<file path="src/mtd_defs.svh">
// Constants of the motion, orientation and tap detection block.
// Assumes an 8-bit register port and one sample-set strobe per output sample period.
//
// Summary of operation
// RULE1: Screen rotation changes only while tilt magnitude exceeds tilt threshold, 32 counts per g.
// RULE2: Too flat to resolve rotation: report face-up or face-down by z sign.
// RULE3: New orientation reported only after persisting the 8-bit debounce count of sample sets.
// RULE4: Each orientation debounce count is one output sample period.
// RULE5: Motion goes active when any filtered axis exceeds motion threshold, 16 counts per g.
// RULE6: In unlatched mode the end of motion is also reported.
// RULE7: Every active/inactive change is qualified by an 8-bit count of motion samples.
// RULE8: Tap detected when jerk stays above low threshold between the duration limits.
// RULE9: Samples with jerk above the high threshold are ignored by tap detection.
// RULE10: Each single or double tap reports its axis and direction.
// RULE11: A second tap inside the latency period is ignored; first stays single.
// RULE12: A single tap is reported when the tap window expires.
// RULE13: Double tap needs second tap after minimum gap and within duration limits.
// RULE14: Double tap reported when latency started by the second tap expires.
// RULE15: Window counts output sample periods; whole tap event must fit inside it; the code does not apply the window in MTD_TAP_LAT2.
// RULE16: Host clears operating enable before rewriting thresholds, timers or tilt settings.
// RULE17: In latched mode motion report holds until the host reads motion status.
// RULE18: Detection logic advances only on sample sets, held reset while disabled; the code keeps orient, mot_active and mot_report at their values.
`ifndef MTD_DEFS_SVH
`define MTD_DEFS_SVH

`define MTD_ADDR_CTRL         8'h00
`define MTD_ADDR_TILT_ANGLE   8'h01
`define MTD_ADDR_TILT_TIMER   8'h02
`define MTD_ADDR_MOT_THR      8'h03
`define MTD_ADDR_MOT_DBC      8'h04
`define MTD_ADDR_TAP_LOW      8'h05
`define MTD_ADDR_TAP_HIGH     8'h06
`define MTD_ADDR_TAP_DUR_MIN  8'h07
`define MTD_ADDR_TAP_DUR_MAX  8'h08
`define MTD_ADDR_TAP_LAT      8'h09
`define MTD_ADDR_TAP_WIN      8'h0A
`define MTD_ADDR_TAP_GAP      8'h0B
`define MTD_ADDR_ORIENT       8'h0C
`define MTD_ADDR_MOT_STATUS   8'h0D
`define MTD_ADDR_TAP_STATUS   8'h0E
`define MTD_ADDR_INT_STATUS   8'h0F
`define MTD_ADDR_INT_MASK     8'h10

`define MTD_CTRL_EN_BIT       0
`define MTD_CTRL_LATCH_BIT    1

`define MTD_INT_ORIENT        0
`define MTD_INT_MOT_START     1
`define MTD_INT_MOT_END       2
`define MTD_INT_SINGLE        3
`define MTD_INT_DOUBLE        4
`define MTD_INT_W             5

`define MTD_RST_TILT_ANGLE    8'h0C
`define MTD_RST_TILT_TIMER    8'h01
`define MTD_RST_MOT_THR       8'h08
`define MTD_RST_MOT_DBC       8'h01
`define MTD_RST_TAP_LOW       8'h1A
`define MTD_RST_TAP_HIGH      8'hB6
`define MTD_RST_TAP_DUR_MIN   8'h01
`define MTD_RST_TAP_DUR_MAX   8'h10
`define MTD_RST_TAP_LAT       8'h28
`define MTD_RST_TAP_WIN       8'hA0
`define MTD_RST_TAP_GAP       8'h78

`define MTD_CNT_MAX           8'hFF

`endif

</file>
<file path="src/mtd_pkg.sv">
// Types of the motion, orientation and tap detection block.
// Assumes the constants header is compiled alongside.
package mtd_pkg;

    typedef enum logic [2:0] {
        MTD_OR_FACE_UP,
        MTD_OR_FACE_DOWN,
        MTD_OR_ROT_0,
        MTD_OR_ROT_90,
        MTD_OR_ROT_180,
        MTD_OR_ROT_270
    } mtd_orient_e;

    typedef enum logic [2:0] {
        MTD_TAP_IDLE,
        MTD_TAP_PULSE1,
        MTD_TAP_LAT1,
        MTD_TAP_WAIT2,
        MTD_TAP_PULSE2,
        MTD_TAP_LAT2
    } mtd_tap_e;

    typedef logic [7:0] mtd_byte_t;

endpackage : mtd_pkg

</file>
<file path="src/mtd_top.sv">
// Orientation, motion and tap detection engine with register port and interrupt.
// Assumes sample data and the sample strobe come from front-end logic on clk_i.
`timescale 1ns/10ps
`default_nettype none
`include "mtd_defs.svh"

module mtd_top (
    input  wire logic                clk_i,
    input  wire logic                srst_i,
    input  wire logic                sample_valid_i,
    input  wire logic signed [7:0]   accel_x_i,
    input  wire logic signed [7:0]   accel_y_i,
    input  wire logic signed [7:0]   accel_z_i,
    input  wire logic signed [7:0]   hpf_x_i,
    input  wire logic signed [7:0]   hpf_y_i,
    input  wire logic signed [7:0]   hpf_z_i,
    input  wire mtd_pkg::mtd_byte_t  performance_index_i,
    input  wire logic [1:0]          tap_axis_i,
    input  wire logic                tap_neg_i,
    input  wire logic [7:0]          addr_i,
    input  wire mtd_pkg::mtd_byte_t  wdata_i,
    input  wire logic                we_i,
    input  wire logic                re_i,
    output logic [7:0]               rdata_o,
    output logic                     irq_o,
    output logic [2:0]               orient_o,
    output logic                     motion_o
);
    import mtd_pkg::*;

    typedef struct packed {
        logic                  en;
        logic                  latch;
        mtd_byte_t             tilt_angle;
        mtd_byte_t             tilt_timer;
        mtd_byte_t             mot_thr;
        mtd_byte_t             mot_dbc;
        mtd_byte_t             tap_low;
        mtd_byte_t             tap_high;
        mtd_byte_t             dur_min;
        mtd_byte_t             dur_max;
        mtd_byte_t             tap_lat_set;
        mtd_byte_t             tap_win_set;
        mtd_byte_t             tap_gap_set;
        logic [`MTD_INT_W-1:0] int_status;
        logic [`MTD_INT_W-1:0] int_mask;
        mtd_byte_t             rdata;
        logic                  irq;
        mtd_orient_e           orient;
        mtd_orient_e           cand;
        mtd_byte_t             orient_cnt;
        logic                  mot_active;
        logic                  mot_report;
        mtd_byte_t             mot_cnt;
        mtd_tap_e              tap_st;
        mtd_byte_t             plen;
        mtd_byte_t             lat;
        mtd_byte_t             win;
        logic [1:0]            axis;
        logic                  neg;
        logic [1:0]            rep_axis;
        logic                  rep_neg;
        logic                  rep_single;
        logic                  rep_double;
    } mtd_state_s;

    mtd_state_s r;
    mtd_state_s next_r;

    function automatic mtd_byte_t mtd_abs(input logic signed [7:0] v);
        mtd_byte_t m;
        m = v[7] ? mtd_byte_t'(-v) : mtd_byte_t'(v);
        return m;
    endfunction : mtd_abs

    function automatic mtd_byte_t mtd_inc(input mtd_byte_t v);
        mtd_byte_t s;
        s = (v == `MTD_CNT_MAX) ? v : v + 8'h01;
        return s;
    endfunction : mtd_inc

    ////////////////////////////////////////////////////////////////////////////
    // Sample classification
    logic        tilt_ok;
    logic        mot_hit;
    logic        pi_ok;
    logic        pi_above;
    mtd_orient_e raw_orient;
    mtd_byte_t   ax_abs;
    mtd_byte_t   ay_abs;
    logic [`MTD_INT_W-1:0] ev;

    always_comb begin
        ax_abs  = mtd_abs(accel_x_i);
        ay_abs  = mtd_abs(accel_y_i);
        // Larger planar axis stands in for sin(theta); cheaper than a root
        tilt_ok = (ax_abs > r.tilt_angle) || (ay_abs > r.tilt_angle); // RULE1
        if (!tilt_ok) begin
            raw_orient = accel_z_i[7] ? MTD_OR_FACE_DOWN : MTD_OR_FACE_UP; // RULE2
        end else if (ay_abs >= ax_abs) begin
            raw_orient = accel_y_i[7] ? MTD_OR_ROT_180 : MTD_OR_ROT_0;
        end else begin
            raw_orient = accel_x_i[7] ? MTD_OR_ROT_270 : MTD_OR_ROT_90;
        end
        mot_hit = (mtd_abs(hpf_x_i) > r.mot_thr) || (mtd_abs(hpf_y_i) > r.mot_thr)
                  || (mtd_abs(hpf_z_i) > r.mot_thr); // RULE5
        pi_ok    = sample_valid_i && (performance_index_i <= r.tap_high); // RULE9
        pi_above = performance_index_i > r.tap_low;
    end

    ////////////////////////////////////////////////////////////////////////////
    // Next state
    always_comb begin
        next_r = r;
        ev     = '0;

        // Orientation debounce, one count per sample set
        if (sample_valid_i) begin // RULE4
            if (raw_orient == r.orient) begin
                next_r.orient_cnt = 8'h00;
            end else if (raw_orient != r.cand) begin
                next_r.cand       = raw_orient;
                next_r.orient_cnt = 8'h01;
            end else begin
                next_r.orient_cnt = mtd_inc(r.orient_cnt);
            end
            if (raw_orient != r.orient && raw_orient == r.cand
                && mtd_inc(r.orient_cnt) >= r.tilt_timer) begin // RULE3
                next_r.orient     = raw_orient;
                next_r.orient_cnt = 8'h00;
                ev[`MTD_INT_ORIENT] = 1'b1;
            end
        end

        // Motion state with qualified transitions
        if (sample_valid_i) begin
            if (mot_hit == r.mot_active) begin
                next_r.mot_cnt = 8'h00;
            end else if (mtd_inc(r.mot_cnt) >= r.mot_dbc) begin // RULE7
                next_r.mot_active = mot_hit;
                next_r.mot_cnt    = 8'h00;
                if (mot_hit) begin
                    ev[`MTD_INT_MOT_START] = 1'b1;
                    next_r.mot_report      = 1'b1;
                end else if (!r.latch) begin
                    ev[`MTD_INT_MOT_END] = 1'b1; // RULE6
                    next_r.mot_report    = 1'b0;
                end
            end else begin
                next_r.mot_cnt = mtd_inc(r.mot_cnt);
            end
        end

        // Tap engine; window counts every sample set from the first tap
        if (sample_valid_i && r.tap_st != MTD_TAP_IDLE) begin
            next_r.win = mtd_inc(r.win); // RULE15
        end
        if (sample_valid_i) begin
            unique case (r.tap_st)
                MTD_TAP_IDLE: begin
                    if (pi_ok && pi_above) begin
                        next_r.tap_st = MTD_TAP_PULSE1;
                        next_r.plen   = 8'h01;
                        next_r.win    = 8'h01;
                        next_r.axis   = tap_axis_i;
                        next_r.neg    = tap_neg_i;
                    end
                end
                MTD_TAP_PULSE1, MTD_TAP_PULSE2: begin
                    if (pi_ok && pi_above) begin
                        next_r.plen = mtd_inc(r.plen);
                        if (r.plen >= r.dur_max) begin
                            next_r.tap_st = (r.tap_st == MTD_TAP_PULSE1) ? MTD_TAP_IDLE : MTD_TAP_WAIT2;
                        end
                    end else if (pi_ok) begin
                        next_r.lat = 8'h00;
                        if (r.plen > r.dur_min && r.plen < r.dur_max) begin // RULE8
                            next_r.tap_st = (r.tap_st == MTD_TAP_PULSE1) ? MTD_TAP_LAT1 : MTD_TAP_LAT2;
                        end else begin
                            next_r.tap_st = (r.tap_st == MTD_TAP_PULSE1) ? MTD_TAP_IDLE : MTD_TAP_WAIT2;
                        end
                    end
                end
                MTD_TAP_LAT1: begin
                    // Any tap here is ignored: too fast to be a second tap
                    next_r.lat = mtd_inc(r.lat); // RULE11
                    if (mtd_inc(r.lat) >= r.tap_lat_set) begin
                        next_r.tap_st = MTD_TAP_WAIT2;
                    end
                end
                MTD_TAP_WAIT2: begin
                    if (pi_ok && pi_above && r.win > r.tap_gap_set) begin // RULE13
                        next_r.tap_st = MTD_TAP_PULSE2;
                        next_r.plen   = 8'h01;
                    end
                end
                MTD_TAP_LAT2: begin
                    next_r.lat = mtd_inc(r.lat);
                    if (mtd_inc(r.lat) >= r.tap_lat_set) begin // RULE14
                        next_r.tap_st       = MTD_TAP_IDLE;
                        ev[`MTD_INT_DOUBLE] = 1'b1;
                    end
                end
            endcase
            if ((r.tap_st == MTD_TAP_LAT1 || r.tap_st == MTD_TAP_WAIT2 || r.tap_st == MTD_TAP_PULSE2)
                && r.win >= r.tap_win_set) begin // RULE12
                next_r.tap_st       = MTD_TAP_IDLE;
                ev[`MTD_INT_SINGLE] = 1'b1;
            end
        end
        if (ev[`MTD_INT_SINGLE] || ev[`MTD_INT_DOUBLE]) begin
            next_r.rep_axis   = r.axis; // RULE10
            next_r.rep_neg    = r.neg;
            next_r.rep_single = ev[`MTD_INT_SINGLE];
            next_r.rep_double = ev[`MTD_INT_DOUBLE];
        end

        // Disabled: counters and tap engine held at rest; orientation and motion state keep their values
        if (!r.en) begin // RULE18
            next_r.orient_cnt = 8'h00;
            next_r.cand       = r.orient;
            next_r.mot_cnt    = 8'h00;
            next_r.mot_active = r.mot_active;
            next_r.mot_report = r.mot_report;
            next_r.orient     = r.orient;
            next_r.tap_st     = MTD_TAP_IDLE;
            next_r.plen       = 8'h00;
            next_r.lat        = 8'h00;
            next_r.win        = 8'h00;
            ev                = '0;
        end

        // Register port; host is expected to disable before retuning
        next_r.rdata = 8'h00;
        if (re_i) begin
            unique case (addr_i)
                `MTD_ADDR_CTRL:        next_r.rdata = {6'h00, r.latch, r.en};
                `MTD_ADDR_TILT_ANGLE:  next_r.rdata = r.tilt_angle;
                `MTD_ADDR_TILT_TIMER:  next_r.rdata = r.tilt_timer;
                `MTD_ADDR_MOT_THR:     next_r.rdata = r.mot_thr;
                `MTD_ADDR_MOT_DBC:     next_r.rdata = r.mot_dbc;
                `MTD_ADDR_TAP_LOW:     next_r.rdata = r.tap_low;
                `MTD_ADDR_TAP_HIGH:    next_r.rdata = r.tap_high;
                `MTD_ADDR_TAP_DUR_MIN: next_r.rdata = r.dur_min;
                `MTD_ADDR_TAP_DUR_MAX: next_r.rdata = r.dur_max;
                `MTD_ADDR_TAP_LAT:     next_r.rdata = r.tap_lat_set;
                `MTD_ADDR_TAP_WIN:     next_r.rdata = r.tap_win_set;
                `MTD_ADDR_TAP_GAP:     next_r.rdata = r.tap_gap_set;
                `MTD_ADDR_ORIENT:      next_r.rdata = {5'h00, r.orient};
                `MTD_ADDR_MOT_STATUS:  next_r.rdata = {6'h00, r.mot_active, r.mot_report};
                `MTD_ADDR_TAP_STATUS:  next_r.rdata = {3'h0, r.rep_double, r.rep_single, r.rep_neg, r.rep_axis};
                `MTD_ADDR_INT_STATUS:  next_r.rdata = {3'h0, r.int_status};
                `MTD_ADDR_INT_MASK:    next_r.rdata = {3'h0, r.int_mask};
                default:               next_r.rdata = 8'h00;
            endcase
            // A motion status read acknowledges a latched report unless motion is still active
            if (addr_i == `MTD_ADDR_MOT_STATUS && r.latch && !r.mot_active) begin // RULE17
                next_r.mot_report = 1'b0;
            end
        end
        if (we_i) begin
            unique case (addr_i)
                `MTD_ADDR_CTRL: begin
                    next_r.en    = wdata_i[`MTD_CTRL_EN_BIT];
                    next_r.latch = wdata_i[`MTD_CTRL_LATCH_BIT];
                end
                `MTD_ADDR_TILT_ANGLE:  next_r.tilt_angle  = wdata_i; // RULE16
                `MTD_ADDR_TILT_TIMER:  next_r.tilt_timer  = wdata_i;
                `MTD_ADDR_MOT_THR:     next_r.mot_thr     = wdata_i;
                `MTD_ADDR_MOT_DBC:     next_r.mot_dbc     = wdata_i;
                `MTD_ADDR_TAP_LOW:     next_r.tap_low     = wdata_i;
                `MTD_ADDR_TAP_HIGH:    next_r.tap_high    = wdata_i;
                `MTD_ADDR_TAP_DUR_MIN: next_r.dur_min     = wdata_i;
                `MTD_ADDR_TAP_DUR_MAX: next_r.dur_max     = wdata_i;
                `MTD_ADDR_TAP_LAT:     next_r.tap_lat_set = wdata_i;
                `MTD_ADDR_TAP_WIN:     next_r.tap_win_set = wdata_i;
                `MTD_ADDR_TAP_GAP:     next_r.tap_gap_set = wdata_i;
                `MTD_ADDR_INT_STATUS:  next_r.int_status  = r.int_status & ~wdata_i[`MTD_INT_W-1:0];
                `MTD_ADDR_INT_MASK:    next_r.int_mask    = wdata_i[`MTD_INT_W-1:0];
                default: ;
            endcase
        end
        // Set wins over a write-one-to-clear in the same cycle
        next_r.int_status = next_r.int_status | ev;
        next_r.irq        = |(next_r.int_status & next_r.int_mask);
    end

    always_ff @(posedge clk_i) begin
        if (srst_i) begin
            r             <= '0;
            r.tilt_angle  <= `MTD_RST_TILT_ANGLE;
            r.tilt_timer  <= `MTD_RST_TILT_TIMER;
            r.mot_thr     <= `MTD_RST_MOT_THR;
            r.mot_dbc     <= `MTD_RST_MOT_DBC;
            r.tap_low     <= `MTD_RST_TAP_LOW;
            r.tap_high    <= `MTD_RST_TAP_HIGH;
            r.dur_min     <= `MTD_RST_TAP_DUR_MIN;
            r.dur_max     <= `MTD_RST_TAP_DUR_MAX;
            r.tap_lat_set <= `MTD_RST_TAP_LAT;
            r.tap_win_set <= `MTD_RST_TAP_WIN;
            r.tap_gap_set <= `MTD_RST_TAP_GAP;
            r.orient      <= MTD_OR_FACE_UP;
            r.cand        <= MTD_OR_FACE_UP;
            r.tap_st      <= MTD_TAP_IDLE;
        end else begin
            r <= next_r;
        end
    end

    assign rdata_o  = r.rdata;
    assign irq_o    = r.irq;
    assign orient_o = r.orient;
    assign motion_o = r.mot_report;
endmodule : mtd_top
`default_nettype wire

</file>
<file path="config.mk">
export PLATFORM = sky130hd
export DESIGN_NAME = mtd_top
export DESIGN_NICKNAME = d
export VERILOG_FILES = /design/src/mtd_pkg.sv /design/src/mtd_top.sv
export VERILOG_INCLUDE_DIRS = /design/src
export SDC_FILE = /design/constraint.sdc
export NUM_CORES = 1
export LEC_CHECK = 0
export BUFFER_PORTS_ARGS = -buffer_cell sky130_fd_sc_hd__buf_2
export CORE_ASPECT_RATIO = 0.75
export CORE_UTILIZATION = 66
export DETAILED_ROUTE_END_ITERATION = 10
export HOLD_SLACK_MARGIN = 0.06
export MAX_ROUTING_LAYER = met4
export PLACE_DENSITY = 0.89
export SLEW_MARGIN = 0
export SYNTH_ARGS = -nofsm -noshare
export SYNTH_HDL_FRONTEND = slang
export SYNTH_SLANG_ARGS = --single-unit
export TNS_END_PERCENT = 50
</file>
<file path="constraint.sdc">
create_clock -name clk_i -period 6.45 [get_ports clk_i]
set_clock_uncertainty 0.2 [all_clocks]
set_input_delay 0.645 -clock clk_i [delete_from_list [all_inputs] [get_ports clk_i]]
set_output_delay 0.645 -clock clk_i [all_outputs]
set_load 0.02 [all_outputs]
</file>
; ---- After elaboration in Yosys (flattened, before gate mapping)
; Cells that the tools add are included.
[word_totals]
ff_bits = 168
input_bits = 80
out_inout_bits = 13
elab_cells = 227
[classes]
add_sub_neg = 10
n_lt_le_gt_ge = 16
eq_ne = 46
muxes = 69
bitwise_logic = 7
n_reduce_logical = 46
[ops]
columns = operator, n
row1 = $mux 8, 19
row2 = $pmux 8 s17, 1
row3 = $eq 8x4->1 const B, 8
row4 = $gt 8x8->1, 8
row5 = $mux 11, 5
row6 = $ge 8x8->1, 6
row7 = $mux 48, 1
row8 = $mux 3, 14
row9 = $add 8x1->8 const B, 5
row10 = $eq 8x8->1 const B, 5
row11 = $neg 8->8, 5
row12 = $eq 8x3->1 const B, 4
row13 = $mux 30, 1
row14 = $pmux 8 s3, 1
row15 = $reduce_and 2->1, 12
row16 = $mux 10, 2
row17 = $eq 8x2->1 const B, 2
row18 = $ne 2x2->1 const B, 8
row19 = $pmux 8 s2, 1
row20 = $mux 5, 3
row21 = $pmux 3 s5, 1
row22 = $mux 2, 7
row23 = $mux 1, 13
row24 = $and 5x5->5, 2
row25 = 30 further kinds, 60

; ---- Longest topological paths before layout
[logic_depth]
word_depth = 14
ltp_mapped = 16

; ---- Least setup slack after synthesis
; No wires, ideal clock.
[synth_path]
path_kind = input port to flip-flop
start = input port accel_x_i[3]
end = register r (netlist bit orient_o[0])
setup_time_ns = 0.121
arrival_ns = 3.853
required_time_ns = 6.129
setup_slack_ns = 2.276
path_stages = 13
path_cell_list = or3_1 -> nor2_1 -> a21boi_0 -> xor2_1 -> ha_1 -> nand4_1 -> or2_2 -> a22o_1 -> or4_1 -> o311a_1 -> nor3_4 -> nor4bb_4 -> mux2_2
[synth_via]
elab_chain_len = 9
[synth_rtl]
columns = element, line
row1 = start: declaration, mtd_top.sv:11  ; input wire logic signed [7:0] accel_x_i,
row2 = $neg 8->8, mtd_top.sv:72  ; m = v[7] ? mtd_byte_t'(-v) : mtd_byte_t'(v);
row3 = $mux 8 (*), mtd_top.sv:72
row4 = $ge 8x8->1 / $gt 8x8->1 (equally long branches), "mtd_top.sv:100, mtd_top.sv:97"
row5 = $mux 3 / $logic_or 1x1->1 (equally long branches), "mtd_top.sv:100, mtd_top.sv:97"
row6 = $mux 3 (*), mtd_top.sv:98  ; if (!tilt_ok) begin
row7 = $ne 3x3->1 / $eq 3x3->1 (equally long branches), mtd_top.sv:127  ; if (raw_orient != r.orient && raw_orient == r.cand
row8 = $logic_and 1x1->1, mtd_top.sv:127
row9 = $logic_and 1x1->1, mtd_top.sv:128  ; && mtd_inc(r.orient_cnt) >= r.tilt_timer) begin
row10 = $reduce_and 3->1 (no source line), -
row11 = end signal: assignment, mtd_top.sv:306  ; r <= next_r;
row12 = end: declaration, mtd_top.sv:67  ; mtd_state_s r;
; Mark *: on every way between the ends. The rest lies on a longest branch, timed or not.
; A chain may end at the register's enable or synchronous reset.

; ---- Worst setup path in the final report
[layout_path]
start = input port accel_x_i[0]
end = register r (netlist bit orient_o[0])
; The elaborated chain is that of the path after synthesis.

==> metrics.cfg <==
[place]
place_inst = 1685
port-buffer-count = 85
dpl_cell_area_sq_um = 12100
dpl.hpwl_mm = 24.7
gp_congestion = 0.960

[layout]
multi_input_comb_area_sq_um = 7560
nets = 1679
drive_gt1_share_pct = 10.5
seqCellArea_sq_um = 3360
area_delta_synth_final_pct = 8.87
fillers = 1247
num_antenna_cells = 0
fin_cells = 1717
final_area_sq_um = 12700

[sta]
setup_violations = 0
setup_tns_ns = 0
rsz0062_at_grt = false
max_slew_margin_pct = 18.2
period_share_pct = 68.6
fmax_ghz = 0.226
tightest_slew_ns = 1.22
hold_violations = 0
drv_slew = 0
fin_crit_ns = 4.42

[setup_path]
startpoint = accel_x_i[0]
crit_buf_inv = 4
end_kind = flop
ff2ff_setup_slack_ns = 2.18
critPathTopFamily = compound AO/OA/AOI/OAI gates
cp_slowest_stage_delay_ns = 0.57
worst_ep_arrival_time_ns = 4.55
slowest_stage = nor4bb_4
rr_startpoint = r[35]
worstPathMaxFanout = 9
path_cells = buf_2, inv_1, ha_1, nand2b_1, xnor2_1, inv_1, ha_1, a2111oi_0, o31ai_1, mux2i_1, a21o_1, o311a_1, nor3_4, buf_4, nor4bb_4, mux2_2
cp-start-kind = input pin
cp_data_required_time_ns = 6.58
worst-setup-path-type = in -> reg

[clock_network]
cts_tree = yes
clockRootBuffer = clkbuf_16
htreeDepth = 4
clock_path_buffers = 2
ctsHoldBuffers = 0
cts-buffers-inserted = 17
cts_num_sinks = 168
post-cts-setup-buffers = 0
post_cts_resized = 0
clock_latency_ns = 0.45
clk_pin_slew_worst_paths_ns = 0.07

[route]
ant_nets = 0
via_count = 11200
drt_iter0_markers = 1642
wl_per_cell_um = 19.9
firstDrtPassIters = 6
remaining_drc_errors = 0
routed_wl_mm = 34.2
vias_per_cell = 6.50

[die]
fp-row-count = 41
fp.dieH_um = 117
coreArea_sq_um = 17100
io_pins = 93
die_w_um = 156
start_util_pct = 68.4
die-area_sq_um = 18300

[logic_synthesis]
seq_area_frac_synth_pct = 28.8
yosys_warnings = 0
synth_ff_type = dfxtp_1
synth_cells = 1433
yosysMostFrequentCell = dfxtp_1
postSynthNetCount = 1644
synth_edf_count = 0
yosysTopAreaCell = dfxtp_1
yosys-top-cells-area = dfxtp_1 (29%), ha_1 (14%), mux2i_1 (6.3%)
avgSynthCellArea_sq_um = 8.16
async_flop_share_pct = 0
synth.distinct_cells = 75
ys_seq_elements = 168
mappedNetlistArea_sq_um = 11700
synth_common_cells = dfxtp_1 (168), nand2_1 (141), ha_1 (131), nor2_1 (131), inv_1 (118)
synth_top_area_share_pct = 28.8

[hold_path]
holdCritStartpoint = tap_neg_i
hold_class = in -> reg

[pwr]
leakage_nw = 5.35
ir_worst_vdd_uv = 152
power.density_nw_per_um2 = 187

[global_route]
grt_max_degree = 54
antenna_found_initial = 0
grt_pass1_wl_mm = 52.8
grt.overflow.total = 0
grt_pass1_vias = 10300
track_usage_pct = 39.1

[status]
status = complete, no violations

[run]
maxCapViolCount = 0

## metrics by stage
step           total power [mW]  setup slack (ns)  hold WS, ns  utilization, %
2_1_floorplan              1.26              2.28        0.244               -
3_3_place_gp               1.33              1.78        0.261            71.0
3_5_place_dp               1.35              1.68        0.265            71.0
4_1_cts                    2.37              2.12        0.250            74.5
5_1_grt                    2.45              1.84        0.264            74.5
6_report                   2.39              2.03        0.246            74.5
## worst min-delay path, stage by stage
cell	delay (ns)
buf_2	0.08
mux2i_1	0.05
nor2_1	0.08
## where the power goes
group	internal (mW)	leakage (nW)	total, mW	switching (mW)
combinational	0.112	3.71	0.294	0.182
clock	0.589	0.286	1.05	0.463
sequential	1.04	1.35	1.04	0.00141
total	1.74	5.35	2.39	0.647
## logic make-up (layout without fill, tap and decap cells)
family                     count (synthesis)  after routing  share of synthesized area [%]
and+or+nand+nor                          490            490                           20.6
DFF                                      168            168                           28.8
AOI/OAI and AO/OA                        314            314                           17.4
adders and majority gates                132            132                           14.1
buffers and inverters                    194            242                           6.59
muxes                                     93             93                           9.32
xor gates and xnor gates                  42             42                           3.15
## path summary, 6_finish.rpt
path	cells after the start	endpoint
max	16	orient_o[0]
min	3	r[5]
max reg2reg	14	r[35]
min reg2reg	2	r[100]
## cell type report
cell class	count	area share [%]
tap	236	2.32
clock inverter	14	1.23
clock buffer	18	3.45
timing repair buffer	91	3.70
sequential	168	26.4
multi-input combinational	1071	59.4
inverter	119	3.51
## registers in the layout, summed over array words and instances (netlist names)
name / count
rdata_o: 8
r: 155
irq_o: 1
motion_o: 1
orient_o: 3
## cells in the final DEF, fill, tap and decap left out, types with 6 or more instances in the layout
| cell | n |
|---|---|
| mux4_2 | 12 |
| o31ai_1 | 13 |
| buf_2 | 85 |
| xor2_1 | 6 |
| mux2i_1 | 74 |
| a31oi_1 | 12 |
| inv_1 | 118 |
| nand2_1 | 141 |
| clkbuf_16 | 17 |
| a32o_1 | 6 |
| buf_4 | 6 |
| xnor2_1 | 36 |
| a22oi_1 | 20 |
| ha_1 | 131 |
| o21ai_0 | 61 |
| or4_1 | 6 |
| dfxtp_1 | 168 |
| o22ai_1 | 11 |
| a21oi_1 | 86 |
| and4_1 | 7 |
| and3_1 | 18 |
| nand4_1 | 23 |
| mux2_2 | 7 |
| o211ai_1 | 21 |
| a21o_1 | 28 |
| nor3_1 | 11 |
| inv_6 | 6 |
| or3_1 | 12 |
| nand3_1 | 44 |
| nor2_1 | 131 |
| nor2b_1 | 25 |
| o21a_1 | 9 |
| nand2b_1 | 33 |
| nor4_1 | 7 |
## routing by layer
layer / part of all wire, % / global-route usage (%) / vias to the layer above
li1: - / - / 5153
met1: 41 / 50.8 / 5161
met4: 2.8 / 14.4 / 0
met3: 14 / 12.0 / 102
met5: 0 / - / -
met2: 42 / 57.3 / 739
No activity file was read; power rests on OpenSTA's default activity.
